===== src/hw/sss_cfg.svh =====
`ifndef SSS_CFG_SVH
`define SSS_CFG_SVH

// ********************************
// clock and timing
// ********************************
`define SSS_CLK_HZ          125000000
`define SSS_MS_PER_S        1000
`define SSS_CYC_PER_MS      (`SSS_CLK_HZ / `SSS_MS_PER_S)
`define SSS_SPEED_EARLY_S   3
`define SSS_SPEED_LATE_S    15
`define SSS_SPEED_EARLY_MS  (`SSS_SPEED_EARLY_S * `SSS_MS_PER_S)
`define SSS_SPEED_LATE_MS   (`SSS_SPEED_LATE_S * `SSS_MS_PER_S)
`define SSS_LOCK_SETTLE_MS  100
`define SSS_MAX_START_TRIES 2'd3
`define SSS_MAX_CYL         10'd822

// ********************************
// register map (byte addresses)
// ********************************
`define SSS_OFF_CTRL        8'h00
`define SSS_OFF_SEEK        8'h04
`define SSS_OFF_CMD         8'h08
`define SSS_OFF_STAT        8'h0C
`define SSS_CTRL_START      0
`define SSS_CTRL_SEQ_HOLD   1
`define SSS_CTRL_POST_FAIL  2
`define SSS_CTRL_DUMMY_RTZ  3
`define SSS_CTRL_DUMMY_HANG 4
`define SSS_CMD_RTZ         0
`define SSS_CMD_FCLR        1
`define SSS_CTRL_RST        5'h00
`define SSS_SEEK_RST        10'h000

// ********************************
// status codes
// ********************************
`define SSS_C_UNLOAD        8'h01
`define SSS_C_BRAKE         8'h02
`define SSS_C_STOPPED       8'h03
`define SSS_C_NO_PACK       8'h04
`define SSS_C_DOOR_STUCK    8'h05
`define SSS_C_NO_LOCK       8'h06
`define SSS_C_HEADS_OUT     8'h07
`define SSS_C_STARTING      8'h08
`define SSS_C_SPEED_SOON    8'h09
`define SSS_C_RETRY         8'h0A
`define SSS_C_RETRY_SENS    8'h0B
`define SSS_C_FAIL          8'h0C
`define SSS_C_FAIL_SENS     8'h0D
`define SSS_C_LOAD_N        8'h20
`define SSS_C_LOAD_F        8'hA0
`define SSS_C_RTZ_N         8'h30
`define SSS_C_RTZ_F         8'hB0
`define SSS_C_GUARD_N       8'h40
`define SSS_C_GUARD_F       8'hC0
`define SSS_C_SEEKTO_N      8'h46
`define SSS_C_SEEKTO_F      8'hC6
`define SSS_C_ONCYL_N       8'h47
`define SSS_C_ONCYL_F       8'hC7
`define SSS_C_OFFCYL_N      8'h4B
`define SSS_C_OFFCYL_F      8'hCB
`define SSS_C_DEMLOST_N     8'h4C
`define SSS_C_DEMLOST_F     8'hCC
`define SSS_C_VFAULT_N      8'h4E
`define SSS_C_VFAULT_F      8'hCE
`define SSS_C_ILLCYL_N      8'h4D
`define SSS_C_ILLCYL_F      8'hCD
`define SSS_C_LOW_VCC       8'hD0
`define SSS_C_HANG          8'hD1
`define SSS_C_POST_FAIL     8'hFF
`define SSS_MAX_LOAD_IDX    4'hD
`define SSS_MAX_RTZ_IDX     4'h9
`define SSS_MAX_GUARD_IDX   4'h5
`define SSS_MAX_ONCYL_IDX   4'h3

`endif


===== src/hw/sss_pkg.sv =====
package sss_pkg;

    typedef enum logic [3:0] {
        ST_STOPPED, ST_UNLOAD, ST_BRAKE, ST_PACK, ST_UNLOCK, ST_LOCK, ST_HEADS,
        ST_SPIN, ST_RETRY, ST_FAIL, ST_HALT, ST_LOAD, ST_READY, ST_SEEK, ST_ERR
    } sss_state_t;

    typedef enum logic [2:0] {
        ERR_LOAD, ERR_RTZ, ERR_GUARD, ERR_SEEKTO, ERR_ONCYL, ERR_ONTRK
    } sss_err_t;

endpackage


===== src/hw/sss_tmr_if.sv =====
`timescale 1ns/100ps

interface sss_tmr_if;
    logic        clr;
    logic [15:0] ms;

    modport seq   (output clr, input ms);
    modport timer (input clr, output ms);
endinterface


===== src/hw/sss_seq.sv =====
`timescale 1ns/100ps
`include "sss_cfg.svh"

module sss_seq #(
    parameter int CYC_PER_MS    = `SSS_CYC_PER_MS,
    parameter int EARLY_MS      = `SSS_SPEED_EARLY_MS,
    parameter int LATE_MS       = `SSS_SPEED_LATE_MS,
    parameter int LOCK_SETTLE   = `SSS_LOCK_SETTLE_MS
) (
    input  wire logic             REF_CLK_I,
    input  wire logic             RST_I,
    input  wire logic             HSEL_I,
    input  wire logic [31:0]      HADDR_I,
    input  wire logic [1:0]       HTRANS_I,
    input  wire logic             HWRITE_I,
    input  wire logic [2:0]       HSIZE_I,
    input  wire logic [31:0]      HWDATA_I,
    input  wire logic             HREADY_I,
    output logic      [31:0]      HRDATA_O,
    output logic                  HREADYOUT_O,
    output logic                  HRESP_O,
    input  wire logic             PACK_PRESENT_I,
    input  wire logic             DOOR_LOCKED_I,
    input  wire logic             HEADS_LOADED_I,
    input  wire logic             SPINDLE_AT_SPEED_I,
    input  wire logic             SPEED_SENSOR_FAULT_I,
    input  wire logic             MOTOR_STOPPED_I,
    input  wire logic             ON_CYL_I,
    input  wire logic             SERVO_ERR_I,
    input  wire sss_pkg::sss_err_t SERVO_ERR_CLASS_I,
    input  wire logic [3:0]       SERVO_ERR_IDX_I,
    input  wire logic             PRIOR_FAULT_I,
    output logic                  MOTOR_RUN_O,
    output logic                  BRAKE_O,
    output logic                  DOOR_LOCK_O,
    output logic                  HEAD_RETRACT_O,
    output logic                  SEEK_REQ_O,
    output logic      [9:0]       SEEK_CYL_O,
    output logic      [7:0]       STATUS_CODE_O
);
    import sss_pkg::*;

    sss_tmr_if tmr ();

    sss_timer #(
        .CYC_PER_MS (CYC_PER_MS)
    ) u_timer (
        .REF_CLK_I (REF_CLK_I),
        .RST_I     (RST_I),
        .t         (tmr.timer)
    );

    sss_state_t  state;
    logic [4:0]  ctrl;
    logic [9:0]  seek_cyl;
    logic [7:0]  seq_code;
    logic [7:0]  dest_code;
    logic [1:0]  tries;
    logic        sens_fault;
    logic        seek_go;
    logic        rtz_cmd;
    logic        fclr;
    logic        dph_wr;
    logic [7:0]  dph_addr;
    logic        start_sw;
    logic        seq_hold;
    logic        settled;
    logic [15:0] ms_now;

    assign start_sw = ctrl[`SSS_CTRL_START];
    assign seq_hold = ctrl[`SSS_CTRL_SEQ_HOLD];
    // the timer clears one edge after the request; hide its stale count meanwhile
    assign ms_now   = tmr.clr ? 16'h0000 : tmr.ms;
    assign settled  = (ms_now >= 16'(LOCK_SETTLE));

    // ********************************
    // error code lookup
    // ********************************
    function automatic logic [7:0] err_code(input sss_err_t cls, input logic [3:0] idx,
                                            input logic prior);
        logic [3:0] i;
        i = idx;
        err_code = prior ? `SSS_C_SEEKTO_F : `SSS_C_SEEKTO_N;
        case (cls)
            ERR_LOAD: begin
                if (i > `SSS_MAX_LOAD_IDX) i = `SSS_MAX_LOAD_IDX;
                err_code = (prior ? `SSS_C_LOAD_F : `SSS_C_LOAD_N) + {4'h0, i};
            end
            ERR_RTZ: begin
                if (i > `SSS_MAX_RTZ_IDX) i = `SSS_MAX_RTZ_IDX;
                err_code = (prior ? `SSS_C_RTZ_F : `SSS_C_RTZ_N) + {4'h0, i};
            end
            ERR_GUARD: begin
                if (i > `SSS_MAX_GUARD_IDX) i = `SSS_MAX_GUARD_IDX;
                err_code = (prior ? `SSS_C_GUARD_F : `SSS_C_GUARD_N) + {4'h0, i};
            end
            ERR_SEEKTO: begin
                err_code = prior ? `SSS_C_SEEKTO_F : `SSS_C_SEEKTO_N;
            end
            ERR_ONCYL: begin
                if (i > `SSS_MAX_ONCYL_IDX) i = `SSS_MAX_ONCYL_IDX;
                err_code = (prior ? `SSS_C_ONCYL_F : `SSS_C_ONCYL_N) + {4'h0, i};
            end
            ERR_ONTRK: begin
                // off cylinder, demodulator lost, voltage fault; 4D/CD skipped here
                case (i)
                    4'h0:    err_code = prior ? `SSS_C_OFFCYL_F : `SSS_C_OFFCYL_N;
                    4'h1:    err_code = prior ? `SSS_C_DEMLOST_F : `SSS_C_DEMLOST_N;
                    default: err_code = prior ? `SSS_C_VFAULT_F : `SSS_C_VFAULT_N;
                endcase
            end
            default: err_code = prior ? `SSS_C_SEEKTO_F : `SSS_C_SEEKTO_N;
        endcase
    endfunction

    // ********************************
    // AHB-Lite slave, zero wait states
    // ********************************
    assign HREADYOUT_O = 1'b1;
    assign HRESP_O     = 1'b0;

    always_ff @(posedge REF_CLK_I) begin
        if (RST_I) begin
            dph_wr   <= 1'b0;
            dph_addr <= 8'h00;
            HRDATA_O <= 32'h0000_0000;
        end else begin
            dph_wr <= HSEL_I && HREADY_I && HTRANS_I[1] && HWRITE_I;
            if (HSEL_I && HREADY_I && HTRANS_I[1]) begin
                dph_addr <= HADDR_I[7:0];
            end
            if (HSEL_I && HREADY_I && HTRANS_I[1] && !HWRITE_I) begin
                case (HADDR_I[7:0])
                    `SSS_OFF_CTRL: HRDATA_O <= {27'h0, ctrl};
                    `SSS_OFF_SEEK: HRDATA_O <= {22'h0, seek_cyl};
                    `SSS_OFF_STAT: HRDATA_O <= {12'h0, HEAD_RETRACT_O, DOOR_LOCK_O, BRAKE_O,
                                                MOTOR_RUN_O, 2'b00, tries, state,
                                                STATUS_CODE_O};
                    default:       HRDATA_O <= 32'h0000_0000;
                endcase
            end
        end
    end

    always_ff @(posedge REF_CLK_I) begin
        if (RST_I) begin
            ctrl     <= `SSS_CTRL_RST;
            seek_cyl <= `SSS_SEEK_RST;
            seek_go  <= 1'b0;
            rtz_cmd  <= 1'b0;
            fclr     <= 1'b0;
        end else begin
            seek_go <= dph_wr && dph_addr == `SSS_OFF_SEEK;
            rtz_cmd <= dph_wr && dph_addr == `SSS_OFF_CMD && HWDATA_I[`SSS_CMD_RTZ];
            fclr    <= dph_wr && dph_addr == `SSS_OFF_CMD && HWDATA_I[`SSS_CMD_FCLR];
            if (dph_wr && dph_addr == `SSS_OFF_CTRL) begin
                ctrl <= HWDATA_I[4:0];
            end
            if (dph_wr && dph_addr == `SSS_OFF_SEEK) begin
                seek_cyl <= HWDATA_I[9:0];
            end
        end
    end

    // ********************************
    // spindle and seek sequencer
    // ********************************
    always_ff @(posedge REF_CLK_I) begin
        if (RST_I) begin
            state          <= ST_STOPPED;
            seq_code       <= `SSS_C_STOPPED;
            dest_code      <= 8'h00;
            tries          <= 2'd0;
            sens_fault     <= 1'b0;
            MOTOR_RUN_O    <= 1'b0;
            BRAKE_O        <= 1'b0;
            DOOR_LOCK_O    <= 1'b0;
            HEAD_RETRACT_O <= 1'b0;
            SEEK_REQ_O     <= 1'b0;
            SEEK_CYL_O     <= 10'h000;
            tmr.clr        <= 1'b1;
        end else begin
            SEEK_REQ_O <= 1'b0;
            tmr.clr    <= 1'b0;
            case (state)
                ST_STOPPED: begin
                    DOOR_LOCK_O <= 1'b0;
                    BRAKE_O     <= 1'b0;
                    if (start_sw && seq_hold) begin
                        tries <= 2'd0;
                        state <= ST_PACK;
                    end
                end
                ST_PACK: begin
                    if (!PACK_PRESENT_I) begin
                        seq_code <= `SSS_C_NO_PACK;
                        state    <= ST_HALT;
                    end else begin
                        DOOR_LOCK_O <= 1'b0;
                        tmr.clr     <= 1'b1;
                        state       <= ST_UNLOCK;
                    end
                end
                ST_UNLOCK: begin
                    // let the solenoid release before trusting the switch
                    if (settled) begin
                        if (DOOR_LOCKED_I) begin
                            seq_code <= `SSS_C_DOOR_STUCK;
                            state    <= ST_HALT;
                        end else begin
                            DOOR_LOCK_O <= 1'b1;
                            tmr.clr     <= 1'b1;
                            state       <= ST_LOCK;
                        end
                    end
                end
                ST_LOCK: begin
                    if (settled) begin
                        if (!DOOR_LOCKED_I) begin
                            seq_code <= `SSS_C_NO_LOCK;
                            state    <= ST_HALT;
                        end else begin
                            state <= ST_HEADS;
                        end
                    end
                end
                ST_HEADS: begin
                    if (HEADS_LOADED_I) begin
                        seq_code <= `SSS_C_HEADS_OUT;
                        state    <= ST_HALT;
                    end else begin
                        seq_code    <= `SSS_C_STARTING;
                        MOTOR_RUN_O <= 1'b1;
                        BRAKE_O     <= 1'b0;
                        tmr.clr     <= 1'b1;
                        state       <= ST_SPIN;
                    end
                end
                ST_SPIN: begin
                    if (SPINDLE_AT_SPEED_I && ms_now < 16'(EARLY_MS)) begin
                        seq_code    <= `SSS_C_SPEED_SOON;
                        MOTOR_RUN_O <= 1'b0;
                        BRAKE_O     <= 1'b1;
                        state       <= ST_HALT;
                    end else if (SPINDLE_AT_SPEED_I) begin
                        SEEK_CYL_O <= 10'h000;
                        SEEK_REQ_O <= 1'b1;
                        state      <= ST_LOAD;
                    end else if (ms_now >= 16'(LATE_MS)) begin
                        MOTOR_RUN_O <= 1'b0;
                        BRAKE_O     <= 1'b1;
                        sens_fault  <= SPEED_SENSOR_FAULT_I;
                        tries       <= tries + 2'd1;
                        if (tries + 2'd1 >= `SSS_MAX_START_TRIES) begin
                            seq_code <= SPEED_SENSOR_FAULT_I ? `SSS_C_FAIL_SENS
                                                             : `SSS_C_FAIL;
                            state    <= ST_FAIL;
                        end else begin
                            seq_code <= SPEED_SENSOR_FAULT_I ? `SSS_C_RETRY_SENS
                                                             : `SSS_C_RETRY;
                            state    <= ST_RETRY;
                        end
                    end
                end
                ST_RETRY: begin
                    if (MOTOR_STOPPED_I) begin
                        seq_code    <= `SSS_C_STARTING;
                        BRAKE_O     <= 1'b0;
                        MOTOR_RUN_O <= 1'b1;
                        tmr.clr     <= 1'b1;
                        state       <= ST_SPIN;
                    end
                end
                ST_FAIL, ST_HALT: begin
                    // only a start switch cycle re-arms; brake held only until the motor stops or the switch drops
                    if (MOTOR_STOPPED_I) begin
                        BRAKE_O <= 1'b0;
                    end
                    if (!start_sw && (MOTOR_STOPPED_I || !MOTOR_RUN_O)) begin
                        DOOR_LOCK_O <= 1'b0;
                        BRAKE_O     <= 1'b0;
                        MOTOR_RUN_O <= 1'b0;
                        seq_code    <= `SSS_C_STOPPED;
                        state       <= ST_STOPPED;
                    end
                end
                ST_LOAD, ST_SEEK, ST_READY, ST_ERR: begin
                    if (!start_sw) begin
                        seq_code       <= `SSS_C_UNLOAD;
                        HEAD_RETRACT_O <= 1'b1;
                        state          <= ST_UNLOAD;
                    end else if (SERVO_ERR_I && state != ST_ERR) begin
                        seq_code <= err_code(SERVO_ERR_CLASS_I, SERVO_ERR_IDX_I,
                                             PRIOR_FAULT_I);
                        state    <= ST_ERR;
                    end else if (state == ST_ERR) begin
                        if (rtz_cmd) begin
                            SEEK_CYL_O <= 10'h000;
                            SEEK_REQ_O <= 1'b1;
                            state      <= ST_SEEK;
                        end else if (fclr) begin
                            seq_code <= dest_code;
                            state    <= ST_READY;
                        end
                    end else if (state == ST_READY && (seek_go || rtz_cmd)) begin
                        if (seek_go && seek_cyl > `SSS_MAX_CYL) begin
                            seq_code <= PRIOR_FAULT_I ? `SSS_C_ILLCYL_F
                                                      : `SSS_C_ILLCYL_N;
                            state    <= ST_ERR;
                        end else begin
                            SEEK_CYL_O <= seek_go ? seek_cyl : 10'h000;
                            SEEK_REQ_O <= 1'b1;
                            state      <= ST_SEEK;
                        end
                    end else if (state != ST_READY && ON_CYL_I && !SEEK_REQ_O) begin
                        dest_code <= SEEK_CYL_O[9:2];
                        seq_code  <= SEEK_CYL_O[9:2];
                        state     <= ST_READY;
                    end
                end
                ST_UNLOAD: begin
                    // no timeout: motor keeps running until retract is seen
                    if (!HEADS_LOADED_I) begin
                        HEAD_RETRACT_O <= 1'b0;
                        MOTOR_RUN_O    <= 1'b0;
                        BRAKE_O        <= 1'b1;
                        seq_code       <= `SSS_C_BRAKE;
                        state          <= ST_BRAKE;
                    end
                end
                ST_BRAKE: begin
                    if (MOTOR_STOPPED_I) begin
                        BRAKE_O     <= 1'b0;
                        DOOR_LOCK_O <= 1'b0;
                        seq_code    <= `SSS_C_STOPPED;
                        state       <= ST_STOPPED;
                    end
                end
                default: begin
                    state <= ST_STOPPED;
                end
            endcase
        end
    end

    // ********************************
    // display
    // ********************************
    always_ff @(posedge REF_CLK_I) begin
        if (RST_I) begin
            STATUS_CODE_O <= `SSS_C_STOPPED;
        end else if (ctrl[`SSS_CTRL_POST_FAIL]) begin
            STATUS_CODE_O <= `SSS_C_POST_FAIL;
        end else if (ctrl[`SSS_CTRL_DUMMY_RTZ]) begin
            STATUS_CODE_O <= ctrl[`SSS_CTRL_DUMMY_HANG] ? `SSS_C_HANG
                                                         : `SSS_C_LOW_VCC;
        end else begin
            STATUS_CODE_O <= seq_code;
        end
    end
endmodule


===== src/hw/sss_timer.sv =====
`timescale 1ns/100ps

module sss_timer #(
    parameter int CYC_PER_MS = 125000
) (
    input  wire logic REF_CLK_I,
    input  wire logic RST_I,
    sss_tmr_if.timer  t
);
    localparam int DW = $clog2(CYC_PER_MS + 1);

    logic [DW-1:0] div;
    logic          tick;

    // ********************************
    // millisecond enable
    // ********************************
    assign tick = (div == DW'(CYC_PER_MS - 1));

    always_ff @(posedge REF_CLK_I) begin
        if (RST_I || t.clr || tick) begin
            div <= '0;
        end else begin
            div <= div + 1'b1;
        end
    end

    // saturates so a stuck sensor never wraps back into the early window
    always_ff @(posedge REF_CLK_I) begin
        if (RST_I || t.clr) begin
            t.ms <= 16'h0000;
        end else if (tick && t.ms != 16'hFFFF) begin
            t.ms <= t.ms + 16'h0001;
        end
    end
endmodule


===== config.mk =====
export PLATFORM = sky130hd
export DESIGN_NAME = sss_seq
export DESIGN_NICKNAME = d
export VERILOG_FILES = /design/src/hw/sss_pkg.sv /design/src/hw/sss_tmr_if.sv /design/src/hw/sss_seq.sv /design/src/hw/sss_timer.sv
export VERILOG_INCLUDE_DIRS = /design/src /design/src/hw
export SDC_FILE = /design/constraint.sdc
export NUM_CORES = 1
export LEC_CHECK = 0
export ABC_AREA = 1
export BUFFER_PORTS_ARGS = -buffer_cell sky130_fd_sc_hd__buf_2
export CAP_MARGIN = 20
export CELL_PAD_IN_SITES_DETAIL_PLACEMENT = 0
export CELL_PAD_IN_SITES_GLOBAL_PLACEMENT = 1
export CORE_ASPECT_RATIO = 1.1
export CORE_UTILIZATION = 41
export CTS_CLUSTER_SIZE = 10
export DETAILED_ROUTE_END_ITERATION = 8
export GPL_ROUTABILITY_DRIVEN = 0
export HOLD_SLACK_MARGIN = 0.1
export PLACE_DENSITY = 0.87
export REMOVE_ABC_BUFFERS = 1
export SKIP_CTS_REPAIR_TIMING = 1
export SLEW_MARGIN = 20
export SYNTH_ARGS = -nofsm -noshare
export SYNTH_HDL_FRONTEND = slang
export SYNTH_SLANG_ARGS = --single-unit

===== constraint.sdc =====
create_clock -name REF_CLK_I -period 4.4 [get_ports REF_CLK_I]
set_clock_uncertainty 0.15 [all_clocks]
set_input_delay 0.44 -clock REF_CLK_I [delete_from_list [all_inputs] [get_ports REF_CLK_I]]
set_output_delay 0.44 -clock REF_CLK_I [all_outputs]
set_load 0.01 [all_outputs]

==> impl_metrics.csv, run 1 <==
group,metric,value,unit
status,status,"completed",
min_path,whs_path_depth,3,
clock_network,clock_latency,420,ps
critical_path,path_class,"reg -> reg",
placed_design,dp_cells,1277,
critical_path,cpPeakStageDelay,570,ps
final_layout,areaGrowthSynthToFinish,16.6,%
yosys,ys_top_cells_by_count,"220 x nand2_1, 139 x nor2_1, 124 x dfxtp_1, 124 x inv_1, 98 x a21oi_1",
route,first_pass_iters,5,
sta,rsz0062_at_grt,"false",
critical_path,path_delay_family,"simple AND/OR/NAND/NOR gates",
final_layout,diodes,0,
critical_path,required,4550,ps
floorplanning,rows,48,
final_layout,fillers,1691,
sta,period_share,0.621,
clock_network,cts_buffers,17,
sta,tns,0,ps
yosys,synth_top_area_frac,0.374,
floorplanning,die_x,123,um
floorplanning,coreArea,15700,sq um
critical_path,start_kind,"flip-flop",
final_layout,fin_cells,1309,
route,vias,6714,
critical_path,worstSetupEndpointType,"flip-flop",
yosys,yosysWarnings,0,
global_routing,grt.total_usage,0.229,
yosys,synth.most_common_cell,"nand2_1",
global_routing,antenna_found_initial,0,
sta,final_max_slew_viol_count,0,
clock_network,clock_path_buffers,2,
placed_design,placed_cell_area,7120,sq um
min_path,hold_path.class,"in -> reg",
pwr,design_power_total,3.19,mW
sta,slew_headroom,0.427,
pwr,p_per_area,412,nW/um^2
yosys,async_flop_share,0,
floorplanning,die_h,135,um
yosys,ys_seq_area_frac,0.374,
critical_path,crit_slowest_cell,"dfxtp_1",
sta,final_hold_viol_count,0,
placed_design,hpwlAfterDp,13800,um
floorplanning,fp.dieArea,16700,sq um
min_path,hold_path_end,"dph_wr",
critical_path,r2r_start,"state[2]",
route,antenna_left,0,
critical_path,rr_worst_depth,9,
global_routing,grt_overflow_total,0,
route,drc_errors,0,
critical_path,reg2reg_setup_slack,1670,ps
global_routing,grt_pass1_wl,29800,um
sta,period_needed,2730,ps
global_routing,grt_pass1_vias,6141,
yosys,synth-edff-count,0,
route,wl_per_cell,14.0,um
yosys,synth-main-ff-cell,"dfxtp_1",
job,drv_cap,0,
clock_network,cts_tree,"built",
min_path,holdCritStartpoint,"HWRITE_I",
yosys,ys_seq_elements,124,
pwr,total_leakage_power,3.26,nW
critical_path,path_buf_inv,1,
critical_path,crit_fanout,14,
route,wl,18400,um
yosys,syn-cell-area,6640,sq um
placed_design,io_buffer_count,80,
critical_path,critPathArrivalTime,2880,ps
clock_network,clk_pin_slew,50,ps
critical_path,timing.rr.end,"dest_code[7]",
critical_path,path_cells,"nand2_2, inv_1, nand2_2, nand2_1, nand2_1, nor2_1, nand3_1, o21ai_0, nor2_1",
sta,setup_viol,0,
final_layout,nets,1189,
pwr,ir_drop,0.259,mV
clock_network,clockRootBuffer,"clkbuf_16",
final_layout,final_layout_size_suffix_gt1_frac,0.134,
yosys,avgSynthCellArea,6.50,sq um
floorplanning,io_pins,147,
yosys,yosys.area.top_type,"dfxtp_1",
yosys,synth_cells,1021,
sta,worst_slew_pin_slew,852,ps
yosys,synthDistinctLibCells,44,
route,drt_iter0_drc,460,
final_layout,stdcell_area,7740,sq um
yosys,synth_area_leaders,"dfxtp_1 37%, nand2_1 12%, nor2_1 7.9%",
route,via_per_inst,5.13,
sta,max_freq,366,MHz
clock_network,htree_levels,4,
clock_network,clkSinkCount,124,
floorplanning,initial_utilization,0.422,
global_routing,grt_max_degree,39,
-- cell usage in the layout (no fill, tap or decap), types with 6 or more instances in the layout --
master / count
a31oi_1: 6
a211oi_1: 6
clkbuf_16: 17
o211ai_1: 9
nand4_1: 18
o21ai_1: 7
dfxtp_1: 124
nand2_1: 220
nand3_1: 75
o21ai_0: 62
conb_1: 16
nor2_1: 139
inv_1: 124
nor3_1: 19
nor2_2: 10
nand2_2: 8
buf_2: 80
a21oi_1: 98
-- worst register-to-register path, stage by stage, from the launching register on --
cell	delay [ps]
dfxtp_1	570
nand2_2	130
inv_1	180
nand2_2	170
nand2_1	320
nand2_1	140
nor2_1	170
nand3_1	400
o21ai_0	340
nor2_1	60
-- how the worst max path moves through the flow --
stage / from / end / slack (ps) / cells after the start
2_1_floorplan: HTRANS_I[1] / HRDATA_O[0] / 2220 / 5
3_3_place_gp: state[2] / dest_code[3] / 1800 / 9
3_5_place_dp: state[2] / dest_code[4] / 1770 / 9
4_1_cts: state[2] / dest_code[7] / 1730 / 9
5_1_grt: state[2] / dest_code[4] / 1440 / 9
6_report: state[2] / dest_code[7] / 1670 / 9
-- per-stage QoR --
step           utilization  setup slack, ps  hold WS (ps)
3_3_place_gp         0.452             1800           286
5_1_grt              0.492             1440           124
3_5_place_dp         0.452             1770           288
4_1_cts              0.492             1730           115
2_1_floorplan            -             2220           269
6_report             0.492             1670           122
-- cell type report --
cell class / count / area, sq um / share of cell area
Tap cell: 200 / 250 / 0.0323
Multi-Input combinational cell: 739 / 3470 / 0.449
Inverter: 131 / 492 / 0.0635
Clock buffer: 21 / 480 / 0.0621
Sequential cell: 124 / 2480 / 0.321
Clock inverter: 11 / 140 / 0.0181
Timing Repair Buffer: 83 / 423 / 0.0546
-- cell families after synthesis --
kind of cell	Yosys count	synth area share
buffers and inverters	172	0.111
other	2	0.00113
flip-flops	124	0.374
XOR/XNOR	7	0.00923
adder cells (fa/ha/maj)	3	0.00565
AO/OA/AOI/OAI	205	0.168
AND/OR/NAND/NOR	508	0.331
-- power by group --
part | internal (mW) | switching [mW]
sequential | 1.18 | 0.0511
clock | 0.947 | 0.514
combinational | 0.170 | 0.325
total | 2.30 | 0.890
-- per-layer routing --
metal,routed length [um],share of wire,vias to the layer above,track usage
met5,0,0,-,0
met4,401,0.022,0,0.0810
met3,1040,0.057,32,0.0564
met2,8350,0.46,179,0.361
met1,8560,0.47,3036,0.303
li1,-,-,3467,-
-- sequential cells by signal, summed over array words and instances, names as in the netlist --
| signal | flops |
|---|---|
| tmr.clr | 1 |
| MOTOR_RUN_O | 1 |
| rtz_cmd | 1 |
| dph_wr | 1 |
| seek_cyl | 10 |
| DOOR_LOCK_O | 1 |
| ctrl | 5 |
| BRAKE_O | 1 |
| u_timer.t.ms | 16 |
| SEEK_REQ_O | 1 |
| state | 4 |
| STATUS_CODE_O | 8 |
| HRDATA_O | 18 |
| HEAD_RETRACT_O | 1 |
| seek_go | 1 |
| dph_addr | 8 |
| fclr | 1 |
| tries | 2 |
| u_timer.div | 17 |
| dest_code | 8 |
| seq_code | 8 |
| SEEK_CYL_O | 10 |
Power figures use the tool's default switching activity.
==> run 2, diff against run 1 <==
--- a/config.mk
+++ b/config.mk
@@ -12,12 +12,12 @@
 export CELL_PAD_IN_SITES_DETAIL_PLACEMENT = 0
 export CELL_PAD_IN_SITES_GLOBAL_PLACEMENT = 1
 export CORE_ASPECT_RATIO = 1.1
-export CORE_UTILIZATION = 41
+export CORE_UTILIZATION = 34
 export CTS_CLUSTER_SIZE = 10
 export DETAILED_ROUTE_END_ITERATION = 8
 export GPL_ROUTABILITY_DRIVEN = 0
 export HOLD_SLACK_MARGIN = 0.1
-export PLACE_DENSITY = 0.87
+export PLACE_DENSITY = 0.77
 export REMOVE_ABC_BUFFERS = 1
 export SKIP_CTS_REPAIR_TIMING = 1
 export SLEW_MARGIN = 20
==> constraint.sdc (replaced) <==
create_clock -name REF_CLK_I -period 2.2 [get_ports REF_CLK_I]
set_clock_uncertainty 0.15 [all_clocks]
set_input_delay 0.22 -clock REF_CLK_I [delete_from_list [all_inputs] [get_ports REF_CLK_I]]
set_output_delay 0.22 -clock REF_CLK_I [all_outputs]
set_load 0.01 [all_outputs]
==> run 2 against run 1 <==
Compared with the run above: power is 110% higher; worst setup slack worse by 1500 ps; count of clock-buffer cells in the layout is 2 lower; via count is 2.6% higher; critical path type unchanged.
==> impl_metrics.csv, run 2 (synthesized netlist as in run 1, its figures left out) <==
group,metric,value,unit
status,status,"completed",
floorplanning,die_h,149,um
critical_path,worstSetupEndpointType,"flip-flop",
floorplanning,fp.dieArea,20100,sq um
route,wl_per_cell,13.9,um
floorplanning,rows,53,
placed_design,io_buffer_count,80,
route,drt_iter0_drc,367,
clock_network,clockRootBuffer,"clkbuf_16",
critical_path,critPathArrivalTime,2140,ps
clock_network,clk_pin_slew,60,ps
sta,setup_viol,0,
final_layout,final_layout_size_suffix_gt1_frac,0.169,
global_routing,antenna_found_initial,0,
sta,tns,0,ps
final_layout,diodes,0,
sta,period_share,0.909,
global_routing,grt_max_degree,47,
final_layout,largestRegisters,"HRDATA_O x18, u_timer.div x17, u_timer.t.ms x16",
route,via_per_inst,4.88,
sta,max_freq,500,MHz
clock_network,cts_buffers,17,
placed_design,hpwlAfterDp,14700,um
critical_path,path_buf_inv,4,
final_layout,top_register,"HRDATA_O",
final_layout,utilization,0.435,
sta,rsz0062_at_grt,"false",
job,drv_cap,0,
critical_path,crit_fanout,7,
global_routing,grt_pass1_wl,31000,um
floorplanning,io_pins,147,
final_layout,areaGrowthSynthToFinish,25.2,%
pwr,ir_drop,0.546,mV
critical_path,path_class,"reg -> reg",
final_layout,final_cell_mix,"219 x nand2_1, 138 x nor2_1, 120 x inv_1",
route,first_pass_iters,6,
clock_network,clock_latency,420,ps
global_routing,grt_overflow_total,0,
clock_network,htree_levels,4,
floorplanning,coreArea,19100,sq um
min_path,hold_path.class,"in -> reg",
sta,slew_headroom,0.663,
floorplanning,initial_utilization,0.348,
critical_path,path_cells,"inv_2, buf_4, nand2_1, nor2_1, inv_2, o211ai_1, nor2_1, nand3_2, inv_1, o21ai_0, a21oi_1",
final_layout,nets,1245,
sta,final_hold_viol_count,0,
final_layout,fillers,2048,
critical_path,path_delay_family,"simple AND/OR/NAND/NOR gates",
pwr,p_per_area,794,nW/um^2
critical_path,start_kind,"flip-flop",
final_layout,largest_register_ffs,18,
clock_network,cts_tree,"built",
clock_network,clock_path_buffers,2,
floorplanning,die_x,135,um
pwr,total_leakage_power,3.52,nW
critical_path,crit_slowest_cell,"dfxtp_4",
critical_path,required,2340,ps
sta,period_needed,2000,ps
route,wl,19600,um
sta,final_max_slew_viol_count,0,
critical_path,cpPeakStageDelay,380,ps
route,vias,6891,
global_routing,grt.total_usage,0.198,
sta,worst_slew_pin_slew,505,ps
route,antenna_left,0,
route,drc_errors,0,
final_layout,final_common_cell,"nand2_1",
clock_network,clkSinkCount,124,
global_routing,grt_pass1_vias,6167,
-- run 2: worst paths after layout --
kind,from,endpoint,slack (ps),depth (start not counted)
min,PACK_PRESENT_I,tmr.clr,90,5
max reg2reg,state[0],state[3],200,11
max,state[0],state[3],200,11
min reg2reg,dph_addr[0],dph_addr[0],300,2
-- run 2: report_power, final --
group | total, mW | internal, mW | switching, mW
combinational | 1.08 | 0.406 | 0.674
clock | 3.04 | 1.93 | 1.10
sequential | 2.49 | 2.37 | 0.116
total | 6.60 | 4.71 | 1.89
-- run 2: layer usage --
layer  global-route usage  vias to the layer above  part of all wire
li1                     -                     3579                 -
met1                0.264                     3070              0.47
met2                0.307                      206              0.45
met3               0.0467                       36             0.057
met4               0.0787                        0             0.023
met5                    0                        -                 0
-- run 2: cell type report --
type | count | area, sq um | share of cell area
Clock buffer | 19 | 443 | 0.0533
Inverter | 131 | 492 | 0.0592
Timing Repair Buffer | 139 | 893 | 0.107
Tap cell | 247 | 309 | 0.0372
Sequential cell | 124 | 2490 | 0.300
Clock inverter | 13 | 188 | 0.0226
Multi-Input combinational cell | 739 | 3490 | 0.420
-- run 2: through the flow --
step	hold slack (ps)	total power [mW]	area [sq um]	worst slack, ps	std cells
global placement	286	3.54	7450	33.1	1360
global route	116	6.89	8310	5.36	1412
finish	90.4	6.60	8310	200	1412
CTS	-113	6.57	8080	-22.2	1392
detailed placement	291	3.54	7450	5.75	1360
floorplan	139	3.18	6450	167	994
-- run 2: worst min-delay path: stages --
cell and delay [ps]:
buf_2 90, nand3_1 100, o211ai_1 120, nor2_1 50, nand2_1 40
==> run 3, diff against run 2 <==
--- a/config.mk
+++ b/config.mk
@@ -6,18 +6,18 @@
 export SDC_FILE = /design/constraint.sdc
 export NUM_CORES = 1
 export LEC_CHECK = 0
-export ABC_AREA = 1
 export BUFFER_PORTS_ARGS = -buffer_cell sky130_fd_sc_hd__buf_2
 export CAP_MARGIN = 20
 export CELL_PAD_IN_SITES_DETAIL_PLACEMENT = 0
 export CELL_PAD_IN_SITES_GLOBAL_PLACEMENT = 1
 export CORE_ASPECT_RATIO = 1.1
-export CORE_UTILIZATION = 34
+export CORE_UTILIZATION = 37
+export CTS_BUF_LIST = sky130_fd_sc_hd__clkbuf_16
 export CTS_CLUSTER_SIZE = 10
 export DETAILED_ROUTE_END_ITERATION = 8
 export GPL_ROUTABILITY_DRIVEN = 0
 export HOLD_SLACK_MARGIN = 0.1
-export PLACE_DENSITY = 0.77
+export PLACE_DENSITY = 0.78
 export REMOVE_ABC_BUFFERS = 1
 export SKIP_CTS_REPAIR_TIMING = 1
 export SLEW_MARGIN = 20
==> run 3 against run 2 <==
Compared with the run above: the run now ends with setup timing left; final cell count down 11%; wire length up 1.8%; global-route usage up 1.8 points; sequential share of layout area down 2.4 points; core utilization up 7.6 points; highest routed layer unchanged; power up 22%; hold slack better by 61 ps; via count down 5.0%.
==> impl_metrics.csv, run 3 <==
group,metric,value,unit
status,status,"complete, but fails checks",
status,violations,"setup timing",
yosys,synth.most_common_cell,"nor2_1",
pwr,p_per_area,888,nW/um^2
pwr,switching_power,2.69,mW
route,first_pass_iters,4,
global_routing,grt_pass1_wl,30900,um
final_layout,areaGrowthSynthToFinish,35.4,%
sta,worst_slew_pin_slew,590,ps
job,drv_cap,0,
final_layout,fillers,1748,
sta,setup_ws,-66.7,ps
pwr,power.internal,5.36,mW
placed_design,io_buffer_count,80,
route,drt_iter0_drc,363,
sta,slew_headroom,0.606,
clock_network,htree_levels,4,
route,wl,19900,um
critical_path,crit_fanout,4,
placed_design,hpwlAfterDp,14500,um
critical_path,path_class,"reg -> reg",
yosys,synthDistinctLibCells,85,
final_layout,largestRegisters,"HRDATA_O x18, u_timer.div x17, u_timer.t.ms x16",
final_layout,final_common_cell,"nor2_1",
final_layout,nets,1096,
yosys,synth_area_leaders,"dfxtp_1 37%, nor2_1 7.0%, mux2i_1 4.8%",
sta,period_share,1.03,
global_routing,grt.total_usage,0.216,
critical_path,start_kind,"flip-flop",
clock_network,clk_pin_slew,60,ps
floorplanning,die_x,130,um
final_layout,fin_cells,1254,
clock_network,clkSinkCount,124,
route,via_per_inst,5.22,
yosys,synth_top_area_frac,0.371,
sta,max_freq,441,MHz
route,antenna_left,0,
floorplanning,io_pins,147,
yosys,synth-main-ff-cell,"dfxtp_1",
route,drc_errors,0,
pwr,p_clk_frac,0.325,
sta,tns,-337,ps
global_routing,grt_overflow_total,0,
final_layout,final_layout_size_suffix_gt1_frac,0.303,
pwr,design_power_total,8.05,mW
final_layout,top_register,"HRDATA_O",
floorplanning,rows,51,
yosys,yosys.area.top_type,"dfxtp_1",
min_path,hold_path.class,"in -> reg",
pwr,swShare,0.335,
sta,period_needed,2270,ps
critical_path,required,2360,ps
floorplanning,initial_utilization,0.378,
pwr,total_leakage_power,3.61,nW
yosys,synth-edff-count,0,
sta,rsz0062_at_grt,"true",
route,vias,6546,
clock_network,cts_tree,"built",
placed_design,pre_cts_ws,-241,ps
yosys,ys_seq_elements,124,
sta,hold_slack,151,ps
route,wl_per_cell,15.9,um
placed_design,dp_cells,1189,
pwr,ir_drop,0.619,mV
clock_network,clock_latency,430,ps
critical_path,worstSetupEndpointType,"flip-flop",
sta,setup_viol,9,
yosys,ys_top_cells_by_count,"125 x nor2_1, 124 x dfxtp_1, 58 x nand2_1, 50 x a21oi_1, 36 x nand3_1",
yosys,avgSynthCellArea,8.34,sq um
yosys,synth_cells,803,
global_routing,antenna_found_initial,0,
clock_network,clockRootBuffer,"clkbuf_16",
pwr,p_comb_frac,0.361,
final_layout,diodes,0,
critical_path,critPathArrivalTime,2430,ps
floorplanning,coreArea,17700,sq um
floorplanning,fp.dieArea,18600,sq um
clock_network,cts_buffers,17,
global_routing,grt_max_degree,34,
sta,final_hold_viol_count,0,
clock_network,clock_path_buffers,2,
final_layout,final_cell_mix,"124 x nor2_1, 121 x buf_4, 116 x dfxtp_1",
final_layout,largest_register_ffs,18,
yosys,ys_seq_area_frac,0.371,
sta,final_max_slew_viol_count,0,
yosys,syn-cell-area,6700,sq um
pwr,pwr-share-seq,0.314,
global_routing,grt_pass1_vias,6082,
yosys,yosysWarnings,0,
floorplanning,die_h,143,um
yosys,async_flop_share,0,
==> run 3: cell types whose count changed in the layout (fill, tap and decap cells not counted), sizes merged, moves of 41 or more <==
cell,before,now
nand3,77,36
inv,132,20
o21ai,70,29
buf,119,209
nand2,228,59
a21oi,98,51
==> run 3: metal layers <==
layer | vias to the layer above | track usage | share of wire
li1 | 3273 | - | -
met1 | 3115 | 0.268 | 0.44
met2 | 135 | 0.370 | 0.51
met3 | 23 | 0.0431 | 0.040
met4 | 0 | 0.0716 | 0.017
met5 | - | 0 | 0
==> run 3: critical path, stage by stage, from the launching register on <==
cell     delay, ps
dfxtp_1        340
o41ai_4        530
a41oi_2        260
buf_4          190
buf_4          120
a21oi_1        190
a21oi_1        100
mux2_4         260
==> run 3: power by group through the flow <==
stage	clock network, mW	registers (mW)	logic (mW)
finish	2.62	2.53	2.91
global route	2.77	2.54	3.13
CTS	2.67	2.50	2.63
detailed placement	0	2.54	2.62
global placement	0	2.54	2.60
floorplan	0	2.69	1.33
==> run 3: area by class of cell <==
class	instances	area (sq um)	share of cell area
Clock buffer	17	425	0.0469
Clock inverter	15	128	0.0141
Inverter	20	78.8	0.00869
Multi-Input combinational cell	610	4010	0.442
Sequential cell	124	2500	0.276
Tap cell	238	298	0.0328
Timing Repair Buffer	230	1630	0.180
==> run 3: cells by family after synthesis <==
group                    Yosys count  synth area share
adder cells (fa/ha/maj)            4           0.00710
buffers and inverters             83            0.0626
XOR/XNOR                          31            0.0405
flip-flops                       124             0.371
other                              2           0.00112
AND/OR/NAND/NOR                  332             0.249
multiplexers                      45            0.0714
AO/OA/AOI/OAI                    182             0.198
==> run 3: worst paths after layout <==
check	start	to	slack, ps	cells past startpoint
max reg2reg	u_timer.t.ms[13]	seq_code[2]	-70	7
min	PRIOR_FAULT_I	seq_code[7]	150	5
min reg2reg	u_timer.div[0]	u_timer.div[0]	270	1
max	u_timer.t.ms[13]	seq_code[2]	-70	7
==> run 3: metrics by stage <==
step	cell area (sq um)	utilization
after CTS	8570	0.483
after detailed placement	8010	0.452
after floorplan	6410	-
after global placement	8010	0.452
final	9070	0.511
after global routing	9070	0.511
